<file path="src/common/period_timer_cfg.svh">
`ifndef PERIOD_TIMER_CFG_SVH
`define PERIOD_TIMER_CFG_SVH

// Register byte addresses
`define ADDR_PERIOD_COUNT    8'h00
`define ADDR_PERIOD_VALUE    8'h04
`define ADDR_TIMER_CONTROL   8'h08
`define ADDR_IRQ_FLAG_REG    8'h0C
`define ADDR_IRQ_ENABLE_REG  8'h10

// Reset values
`define RST_PERIOD_COUNT     8'h00
`define RST_PERIOD_VALUE     8'hFF
`define RST_TIMER_CONTROL    8'h00

// Control field positions
`define CTL_PRESCALE_LSB     0
`define CTL_PRESCALE_MSB     1
`define CTL_TIMER_ON_BIT     2
`define CTL_POSTSCALE_LSB    3
`define CTL_POSTSCALE_MSB    6
`define CTL_WRITE_MASK       8'h7F

// Flag and enable bit position
`define IRQ_MATCH_BIT        0

// Timing: system clock per instruction clock, prescaler limits (ratio minus one)
`define INST_DIV_LAST        2'h3
`define PRE_LIMIT_1          6'h00
`define PRE_LIMIT_4          6'h03
`define PRE_LIMIT_16         6'h0F
`define PRE_LIMIT_64         6'h3F
`endif

</file>
<file path="src/common/period_timer_pkg.sv">
package period_timer_pkg;
  typedef logic [31:0] word_t;
  typedef logic [7:0]  byte_t;
  typedef logic [1:0]  htrans_t;
  typedef logic [2:0]  hsize_t;
  typedef enum logic [1:0]
  {
    PRE_DIV_1  = 2'h0,
    PRE_DIV_4  = 2'h1,
    PRE_DIV_16 = 2'h2,
    PRE_DIV_64 = 2'h3
  } prescale_t;
  localparam htrans_t HTRANS_NONSEQ = 2'h2;
  localparam htrans_t HTRANS_SEQ    = 2'h3;
endpackage

</file>
<file path="src/hdl/period_timer_8bit.sv">
// Chosen here: the AHB-Lite interface to the registers and the placing of the registers.
`include "period_timer_cfg.svh"

module period_timer_8bit
(
  input  wire logic                     clk,          // System clock
  input  wire logic                     reset,        // Sync reset, active high
  input  wire logic                     sleep,        // Processor in sleep
  input  wire logic                     hsel,         // AHB slave select
  input  wire logic [31:0]              haddr,        // AHB address
  input  wire period_timer_pkg::htrans_t htrans,      // AHB transfer type
  input  wire logic                     hwrite,       // AHB write
  input  wire period_timer_pkg::hsize_t hsize,        // AHB size
  input  wire period_timer_pkg::word_t  hwdata,       // AHB write data
  input  wire logic                     hready,       // AHB bus ready
  output logic                          hreadyout,    // AHB slave ready
  output logic                          hresp,        // AHB response
  output period_timer_pkg::word_t       hrdata,       // AHB read data
  output logic                          period_match, // Match to peripherals
  output logic                          irq           // Match interrupt request
);
  import period_timer_pkg::*;

  // ----------------------------------------
  // Bus address phase capture
  // ----------------------------------------
  logic       wr_pend_ff;
  logic       nxt_wr_pend;
  logic [7:0] wr_addr_ff;
  logic [7:0] nxt_wr_addr;
  word_t      rdata_ff;
  word_t      nxt_rdata;
  logic       addr_phase;

  byte_t      count_ff;
  byte_t      period_ff;
  byte_t      control_ff;
  logic       flag_ff;
  logic       enable_ff;

  assign addr_phase = hsel && hready && (htrans == HTRANS_NONSEQ || htrans == HTRANS_SEQ);

  always_comb
  begin
    nxt_wr_pend = 1'b0;
    nxt_wr_addr = wr_addr_ff;
    nxt_rdata   = rdata_ff;
    if (addr_phase)
    begin
      nxt_wr_pend = hwrite;
      nxt_wr_addr = haddr[7:0];
      if (!hwrite)
      begin
        nxt_rdata = 32'h0000_0000;
        if (haddr[31:8] == 24'h00_0000)
        begin
          case (haddr[7:0])
            `ADDR_PERIOD_COUNT:   nxt_rdata[7:0] = count_ff;
            `ADDR_PERIOD_VALUE:   nxt_rdata[7:0] = period_ff;
            `ADDR_TIMER_CONTROL:  nxt_rdata[7:0] = control_ff;
            `ADDR_IRQ_FLAG_REG:   nxt_rdata[`IRQ_MATCH_BIT] = flag_ff;
            `ADDR_IRQ_ENABLE_REG: nxt_rdata[`IRQ_MATCH_BIT] = enable_ff;
            default:              nxt_rdata = 32'h0000_0000;
          endcase
        end
      end
    end
  end

  always_ff @(posedge clk)
  begin
    if (reset)
    begin
      wr_pend_ff <= 1'b0;
      wr_addr_ff <= 8'h00;
      rdata_ff   <= 32'h0000_0000;
    end
    else
    begin
      wr_pend_ff <= nxt_wr_pend;
      wr_addr_ff <= nxt_wr_addr;
      rdata_ff   <= nxt_rdata;
    end
  end

  assign hreadyout = 1'b1;
  assign hresp     = 1'b0;
  assign hrdata    = rdata_ff;

  // ----------------------------------------
  // Register write strobes
  // ----------------------------------------
  logic wr_count;
  logic wr_period;
  logic wr_control;
  logic wr_flag;
  logic wr_enable;

  assign wr_count   = wr_pend_ff && (wr_addr_ff == `ADDR_PERIOD_COUNT);
  assign wr_period  = wr_pend_ff && (wr_addr_ff == `ADDR_PERIOD_VALUE);
  assign wr_control = wr_pend_ff && (wr_addr_ff == `ADDR_TIMER_CONTROL);
  assign wr_flag    = wr_pend_ff && (wr_addr_ff == `ADDR_IRQ_FLAG_REG);
  assign wr_enable  = wr_pend_ff && (wr_addr_ff == `ADDR_IRQ_ENABLE_REG);

  // ----------------------------------------
  // Control and period registers
  // ----------------------------------------
  byte_t     nxt_period;
  byte_t     nxt_control;
  logic      nxt_enable;
  logic      timer_on;
  prescale_t prescale_sel;
  logic [3:0] postscale_sel;

  assign timer_on      = control_ff[`CTL_TIMER_ON_BIT];
  assign prescale_sel  = prescale_t'(control_ff[`CTL_PRESCALE_MSB:`CTL_PRESCALE_LSB]);
  assign postscale_sel = control_ff[`CTL_POSTSCALE_MSB:`CTL_POSTSCALE_LSB];

  always_comb
  begin
    nxt_period  = period_ff;
    nxt_control = control_ff;
    nxt_enable  = enable_ff;
    if (wr_period)
    begin
      nxt_period = hwdata[7:0];
    end
    if (wr_control)
    begin
      nxt_control = hwdata[7:0] & `CTL_WRITE_MASK;
    end
    if (wr_enable)
    begin
      nxt_enable = hwdata[`IRQ_MATCH_BIT];
    end
  end

  always_ff @(posedge clk)
  begin
    if (reset)
    begin
      period_ff  <= `RST_PERIOD_VALUE;
      control_ff <= `RST_TIMER_CONTROL;
      enable_ff  <= 1'b0;
    end
    else
    begin
      period_ff  <= nxt_period;
      control_ff <= nxt_control;
      enable_ff  <= nxt_enable;
    end
  end

  // ----------------------------------------
  // Instruction clock and prescaler
  // ----------------------------------------
  logic [1:0] inst_div_ff;
  logic [1:0] nxt_inst_div;
  logic [5:0] pre_cnt_ff;
  logic [5:0] nxt_pre_cnt;
  logic [5:0] pre_limit;
  logic       inst_tick;
  logic       running;
  logic       timer_tick;
  logic       scaler_clear;

  assign inst_tick    = (inst_div_ff == `INST_DIV_LAST);
  assign running      = timer_on && !sleep;
  assign scaler_clear = wr_count || wr_control;

  always_comb
  begin
    case (prescale_sel)
      PRE_DIV_1:  pre_limit = `PRE_LIMIT_1;
      PRE_DIV_4:  pre_limit = `PRE_LIMIT_4;
      PRE_DIV_16: pre_limit = `PRE_LIMIT_16;
      PRE_DIV_64: pre_limit = `PRE_LIMIT_64;
      default:    pre_limit = `PRE_LIMIT_1;
    endcase
  end

  assign timer_tick = running && inst_tick && (pre_cnt_ff >= pre_limit) && !scaler_clear;

  always_comb
  begin
    nxt_inst_div = inst_div_ff + 2'h1;
    nxt_pre_cnt  = pre_cnt_ff;
    if (scaler_clear)
    begin
      nxt_pre_cnt = 6'h00;
    end
    else if (running && inst_tick)
    begin
      if (pre_cnt_ff >= pre_limit)
      begin
        nxt_pre_cnt = 6'h00;
      end
      else
      begin
        nxt_pre_cnt = pre_cnt_ff + 6'h01;
      end
    end
  end

  always_ff @(posedge clk)
  begin
    if (reset)
    begin
      inst_div_ff <= 2'h0;
      pre_cnt_ff  <= 6'h00;
    end
    else
    begin
      inst_div_ff <= nxt_inst_div;
      pre_cnt_ff  <= nxt_pre_cnt;
    end
  end

  // ----------------------------------------
  // Count register and comparator
  // ----------------------------------------
  byte_t nxt_count;
  logic  equal;
  logic  match_ff;
  logic  nxt_match;

  assign equal = (count_ff == period_ff);

  always_comb
  begin
    nxt_count = count_ff;
    if (wr_count)
    begin
      nxt_count = hwdata[7:0];
    end
    else if (timer_tick)
    begin
      if (equal)
      begin
        nxt_count = 8'h00;
      end
      else
      begin
        nxt_count = count_ff + 8'h01;
      end
    end
  end

  // Match follows the compare, so it lasts while count holds the period value
  assign nxt_match = (nxt_count == nxt_period);

  always_ff @(posedge clk)
  begin
    if (reset)
    begin
      count_ff <= `RST_PERIOD_COUNT;
      match_ff <= 1'b0;
    end
    else
    begin
      count_ff <= nxt_count;
      match_ff <= nxt_match;
    end
  end

  assign period_match = match_ff;

  // ----------------------------------------
  // Postscaler and interrupt flag
  // ----------------------------------------
  logic [3:0] post_cnt_ff;
  logic [3:0] nxt_post_cnt;
  logic       nxt_flag;
  logic       match_event;
  logic       post_done;
  logic       irq_ff;
  logic       nxt_irq;

  assign match_event = timer_tick && equal;
  assign post_done   = match_event && (post_cnt_ff == postscale_sel);

  always_comb
  begin
    nxt_post_cnt = post_cnt_ff;
    if (scaler_clear)
    begin
      nxt_post_cnt = 4'h0;
    end
    else if (post_done)
    begin
      nxt_post_cnt = 4'h0;
    end
    else if (match_event)
    begin
      nxt_post_cnt = post_cnt_ff + 4'h1;
    end
  end

  always_comb
  begin
    nxt_flag = flag_ff;
    if (wr_flag && hwdata[`IRQ_MATCH_BIT])
    begin
      nxt_flag = 1'b0;
    end
    // Set wins over a clear in the same cycle
    if (post_done)
    begin
      nxt_flag = 1'b1;
    end
    nxt_irq = nxt_flag && nxt_enable;
  end

  always_ff @(posedge clk)
  begin
    if (reset)
    begin
      post_cnt_ff <= 4'h0;
      flag_ff     <= 1'b0;
      irq_ff      <= 1'b0;
    end
    else
    begin
      post_cnt_ff <= nxt_post_cnt;
      flag_ff     <= nxt_flag;
      irq_ff      <= nxt_irq;
    end
  end

  assign irq = irq_ff;

endmodule

</file>
<file path="config.mk">
export PLATFORM = sky130hd
export DESIGN_NAME = period_timer_8bit
export DESIGN_NICKNAME = d
export VERILOG_FILES = /design/src/common/period_timer_pkg.sv /design/src/hdl/period_timer_8bit.sv
export VERILOG_INCLUDE_DIRS = /design/src /design/src/common
export SDC_FILE = /design/constraint.sdc
export NUM_CORES = 1
export LEC_CHECK = 0
export BUFFER_PORTS_ARGS = -buffer_cell sky130_fd_sc_hd__buf_2
export CORE_ASPECT_RATIO = 1.4
export CORE_UTILIZATION = 51
export CTS_CLUSTER_SIZE = 30
export DETAILED_ROUTE_END_ITERATION = 10
export PLACE_DENSITY = 0.92
export SLEW_MARGIN = 20
export SYNTH_ARGS = -nofsm -noshare
export SYNTH_HDL_FRONTEND = slang
export SYNTH_SLANG_ARGS = --single-unit
</file>
<file path="constraint.sdc">
create_clock -name clk -period 3.1 [get_ports clk]
set_input_delay 0.31 -clock clk [delete_from_list [all_inputs] [get_ports clk]]
set_output_delay 0.31 -clock clk [all_outputs]
set_load 0.05 [all_outputs]
</file>
# Yosys cells after proc, flatten, opt, wreduce, memory -nomap -nowiden

Index checks and enable logic that the tools add are counted.

Bits in registers: 80
Input bits: 75
Output and inout bits: 36
Word-level logic and storage cells: 76

Add/sub/neg operators: 4
Order comparisons: 1
Eq/ne operators: 17
Mux-type cells: 12
Bitwise gates (word level): 2
Reductions and logical operators: 27

Operators with widths:

| kind                  | number |
|---|---|
| $mux W8               | 5 |
| $eq A8 B4 Y1 const B  | 4 |
| $logic_not A24 Y1     | 1 |
| $pmux W6 S4           | 1 |
| $pmux W7 S3           | 1 |
| $eq A8 B3 Y1 const B  | 2 |
| $eq A8 B5 Y1 const B  | 2 |
| $eq A8 B8 Y1          | 2 |
| $logic_not A8 Y1      | 2 |
| $logic_and A1 B1 Y1   | 15 |
| $eq A2 B2 Y1 const B  | 5 |
| $add A8 B1 Y8 const B | 1 |
| $add A6 B1 Y6 const B | 1 |
| $ge A6 B6 Y1          | 1 |
| $mux W6               | 1 |
| $pmux W1 S5           | 1 |
| $add A4 B1 Y4 const B | 1 |
| $eq A4 B4 Y1          | 1 |
| $reduce_or A2 Y1      | 2 |
| $mux W1               | 3 |
| $reduce_or A3 Y1      | 1 |
| $add A2 B1 Y2 const B | 1 |
| $eq A2 B1 Y1 const B  | 1 |
| $logic_not A1 Y1      | 2 |
| other kinds (4)       | 6 |

# Longest topological paths before layout

Word-level depth: 9
Mapped depth: 10

# Least setup slack after synthesis

OpenSTA, ideal clock, no wires.

Path type: register -> register
From: register control_ff[0]
To: register match_ff (netlist: period_match)
Setup time: 88 ps
Arrival time: 2539 ps
Required time: 3012 ps
Setup slack: 474 ps
Stages on the path, launching flop included: 11
Path through: dfxtp_1 > or2_2 > ha_1 > nand2b_1 > a21oi_1 > o221ai_1 > nand2_4 > mux2_4 > and2_2 > a2111o_1 > nor4_2

Cells in the longest elaborated chain, start to end: 8
Elaborated cells between the ends (all ways): 11
Classes of those cells: 1 x order compare; 4 x eq/ne; 3 x mux; 3 x reduce/logical

RTL lines:

| item                                 | line                     | text |
|---|---|---|
| start, declared                      | period_timer_8bit.sv:37  | `byte_t control_ff;` |
| start signal, assigned               | period_timer_8bit.sv:143 | `` control_ff <= `RST_TIMER_CONTROL; `` |
| start signal, assigned               | period_timer_8bit.sv:149 | `control_ff <= nxt_control;` |
| $eq A2 B2 Y1 (tied with other cells) | period_timer_8bit.sv:173 | `case (prescale_sel)` |
| $pmux W6 S4 (*)                      | period_timer_8bit.sv:173 |  |
| $ge A6 B6 Y1 (*)                     | period_timer_8bit.sv:182 | `assign timer_tick = running && inst_tick && (pre_cnt_ff >= pre_limit) && !scaler_clear;` |
| $logic_and A1 B1 Y1 (*) (2 in a row) | period_timer_8bit.sv:182 |  |
| $mux W8 (*)                          | period_timer_8bit.sv:236 | `else if (timer_tick)` |
| $mux W8 (*)                          | period_timer_8bit.sv:232 | `if (wr_count)` |
| $eq A8 B8 Y1 (*)                     | period_timer_8bit.sv:250 | `assign nxt_match = (nxt_count == nxt_period);` |
| end signal, assigned                 | period_timer_8bit.sv:262 | `match_ff <= nxt_match;` |
| end, declared                        | period_timer_8bit.sv:224 | `logic match_ff;` |

Mark *: on every way between the ends. The rest lies on a longest branch, timed or not.
A chain may end at the register's enable or synchronous reset.

# Worst setup path after layout

Ends and elaborated chain as after synthesis.

==> flow_metrics.py <==
metrics = {
    "logic_synthesis": {
        "ys_types": 60,
        "synth_mux_area_frac": 0.0668,
        "synth_xor_area_frac": 0.0588,
        "yosys.area.top_type": "dfxtp_1",
        "ys_ff_latch": 56,
        "ys.flop_type": "dfxtp_1",
        "syn_area_sq_mm": 0.00328,
        "syn_inst": 398,
        "ys_warn_count": 0,
        "synthTopCellsByCount": "dfxtp_1 (56), nand2_1 (47), nor2_1 (45)",
        "synth.most_common_cell": "dfxtp_1",
        "synthAdderAreaFrac": 0.0382,
        "yosys-top-cells-area": "dfxtp_1 (34%), buf_4 (6.0%), nand2_1 (5.4%)",
        "yosysTopAreaCellShare": 0.342,
        "synth_edf_count": 0,
        "synth_top_family_by_area": "simple AND/OR/NAND/NOR gates",
        "seq_area_frac_synth": 0.342,
        "synth_compound_area_frac": 0.144,
        "async_reset_ff_frac": 0,
        "avgSynthCellArea_sq_um": 8.23,
        "yosys.area_share.simple": 0.256,
    },
    "routing": {
        "wl_per_cell_um": 14.9,
        "drt_iter0_markers": 115,
        "drcViolationCount": 0,
        "vias_per_cell": 5.69,
        "num_vias": 2959,
        "wirelength_um": 7720,
        "drt-pass1-iter-count": 5,
        "ant_nets": 0,
    },
    "placed_design": {
        "place_area_sq_mm": 0.00349,
        "detailed_place_hpwl_um": 6000,
        "gp_congestion": 0.966,
        "port_buffers": 56,
    },
    "cts": {
        "cts.repair.resized": 0,
        "htree_levels": 2,
        "cts_hold_buf": 0,
        "clock-root-buffer": "clkbuf_8",
        "cts_tree": "done",
        "clk_latency_ns": 0.31,
        "clk_pin_slew_worst_paths_ns": 0.10,
        "numCtsBuffers": 5,
        "clkSinkCount": 56,
        "post_cts_buffers": 0,
        "clock_path_buffers": 2,
    },
    "setup_path": {
        "path_cells": "or2_2, ha_1, nand2b_1, a21oi_1, o221ai_1, nand2_4, mux2_4, and2_2, a2111o_1, nor4_2",
        "cpMaxStageDelayCell": "a2111o_1",
        "regToRegSetupSlack_ns": 0.22,
        "r2r_cells": 10,
        "max_stage_delay_ns": 0.40,
        "critPathMaxFanout": 4,
        "crit_type": "register to register",
        "cp.arrival_ns": 3.11,
        "worstPathRequired_ns": 3.33,
        "start_kind": "register",
        "endpoint_kind": "register",
    },
    "timing": {
        "max_freq_ghz": 0.348,
        "max_slew_margin": 0.474,
        "finalSetupViolCount": 0,
        "fin_setup_tns_ns": 0,
        "worst_clock_skew_ns": 0.00846,
        "maxSlewViolCount": 0,
        "period_minus_slack_ns": 2.88,
        "fin_crit_sh": 0.928,
        "finalHoldViolCount": 0,
        "rsz0062_at_grt": "false",
        "worst_pin_slew_ns": 0.790,
    },
    "pwr": {
        "p_total_mw": 1.36,
        "peakVddDrop_v": 0.000288,
        "power_density_mw_per_mm2": 379,
        "power.leakage_nw": 1.51,
    },
    "floorplan": {
        "die_w_um": 69.7,
        "core_sq_mm": 0.00621,
        "die_area_sq_mm": 0.00675,
        "num_rows": 34,
        "initial_utilization": 0.527,
        "die_h_um": 96.8,
        "io_pins": 111,
    },
    "final_layout": {
        "seqCellArea_sq_mm": 0.00112,
        "drive_gt1_frac": 0.190,
        "multi_input_area_sq_mm": 0.00194,
        "diodes": 0,
        "fin_util": 0.577,
        "fillCellCount": 556,
        "fin_area_sq_mm": 0.00359,
        "fin_nets": 532,
        "area_delta_synth_final_pct": 9.47,
    },
    "run": {
        "drv_cap": 0,
    },
    "global_route": {
        "grt_usage": 0.232,
        "grt_pass1_wl_um": 12700,
        "grt_pass1_vias": 2839,
        "grt.overflow.total": 0,
        "antenna_found_initial": 0,
        "grt_max_degree": 47,
    },
    "min_path": {
        "hold_depth": 3,
        "hold_path_class": "input port to register",
    },
    "outcome": {
        "outcome": "complete, no violations",
    },
}
metal layers:
metal	vias to the layer above	track usage	wire length [um]
met5	-	0	0
met4	0	0.131	374
met3	35	0.0365	428
met2	128	0.423	4120
met1	1360	0.250	2800
li1	1436	-	-
worst max-delay path: cells and delay by family (launching register included):
kind,cells,cell delay [ns]
AND/OR/NAND/NOR,5,0.99
AO/OA/AOI/OAI,3,0.85
flip-flops,1,0.36
multiplexers,1,0.33
adder cells (fa/ha/maj),1,0.27
cell type report:
cell class | instances | share of cell area
sequential | 56 | 0.313
multi-input combinational | 317 | 0.542
inverter | 8 | 0.00837
timing repair buffer | 59 | 0.0844
clock inverter | 2 | 0.00419
clock buffer | 6 | 0.0230
tap | 72 | 0.0251
stage by stage:
step,std cells,hold slack [ns],worst slack [ns]
floorplan,422,0.399,0.474
global placement,512,0.408,0.297
detailed placement,512,0.434,0.230
CTS,520,0.235,0.211
global route,520,0.241,0.0333
finish,520,0.237,0.224
path summary, 6_finish.rpt:
check	end	start
max	period_match	control_ff[0]
min reg2reg	inst_div_ff[0]	inst_div_ff[0]
min	wr_addr_ff[0]	haddr[0]
max reg2reg	period_match	control_ff[0]
where the power goes:
group          leakage, nW  switching [mW]  internal, mW
Combinational         1.01           0.137        0.0554
Sequential           0.453          0.0141         0.729
Clock               0.0434           0.242         0.181
placed cells by master (no fill, tap or decap), drive strengths merged, types with 13 or more instances in the layout:
master / n
dfxtp: 56
nand2: 48
nor2: 46
nand3: 15
mux2i: 17
xnor2: 13
o21ai: 16
a21oi: 22
buf: 59
conb: 26
cells by family (layout without fill, tap and decap cells):
kind of cell             Yosys count  count (layout)
other                              2              26
adder cells (fa/ha/maj)           10              10
XOR/XNOR                          22              22
AND/OR/NAND/NOR                  168             168
multiplexers                      20              20
AO/OA/AOI/OAI                     71              71
buffers and inverters             49              75
flip-flops                        56              56
sequential cells by signal (all words and copies together), names as in the netlist:
signal and flops:
enable_ff 1, control_ff 7, post_cnt_ff 4, count_ff 8, period_ff 8, wr_addr_ff 8
period_match 1, pre_cnt_ff 6, irq 1, wr_pend_ff 1, hrdata 8, flag_ff 1
inst_div_ff 2
Power figures use the tool's default switching activity.
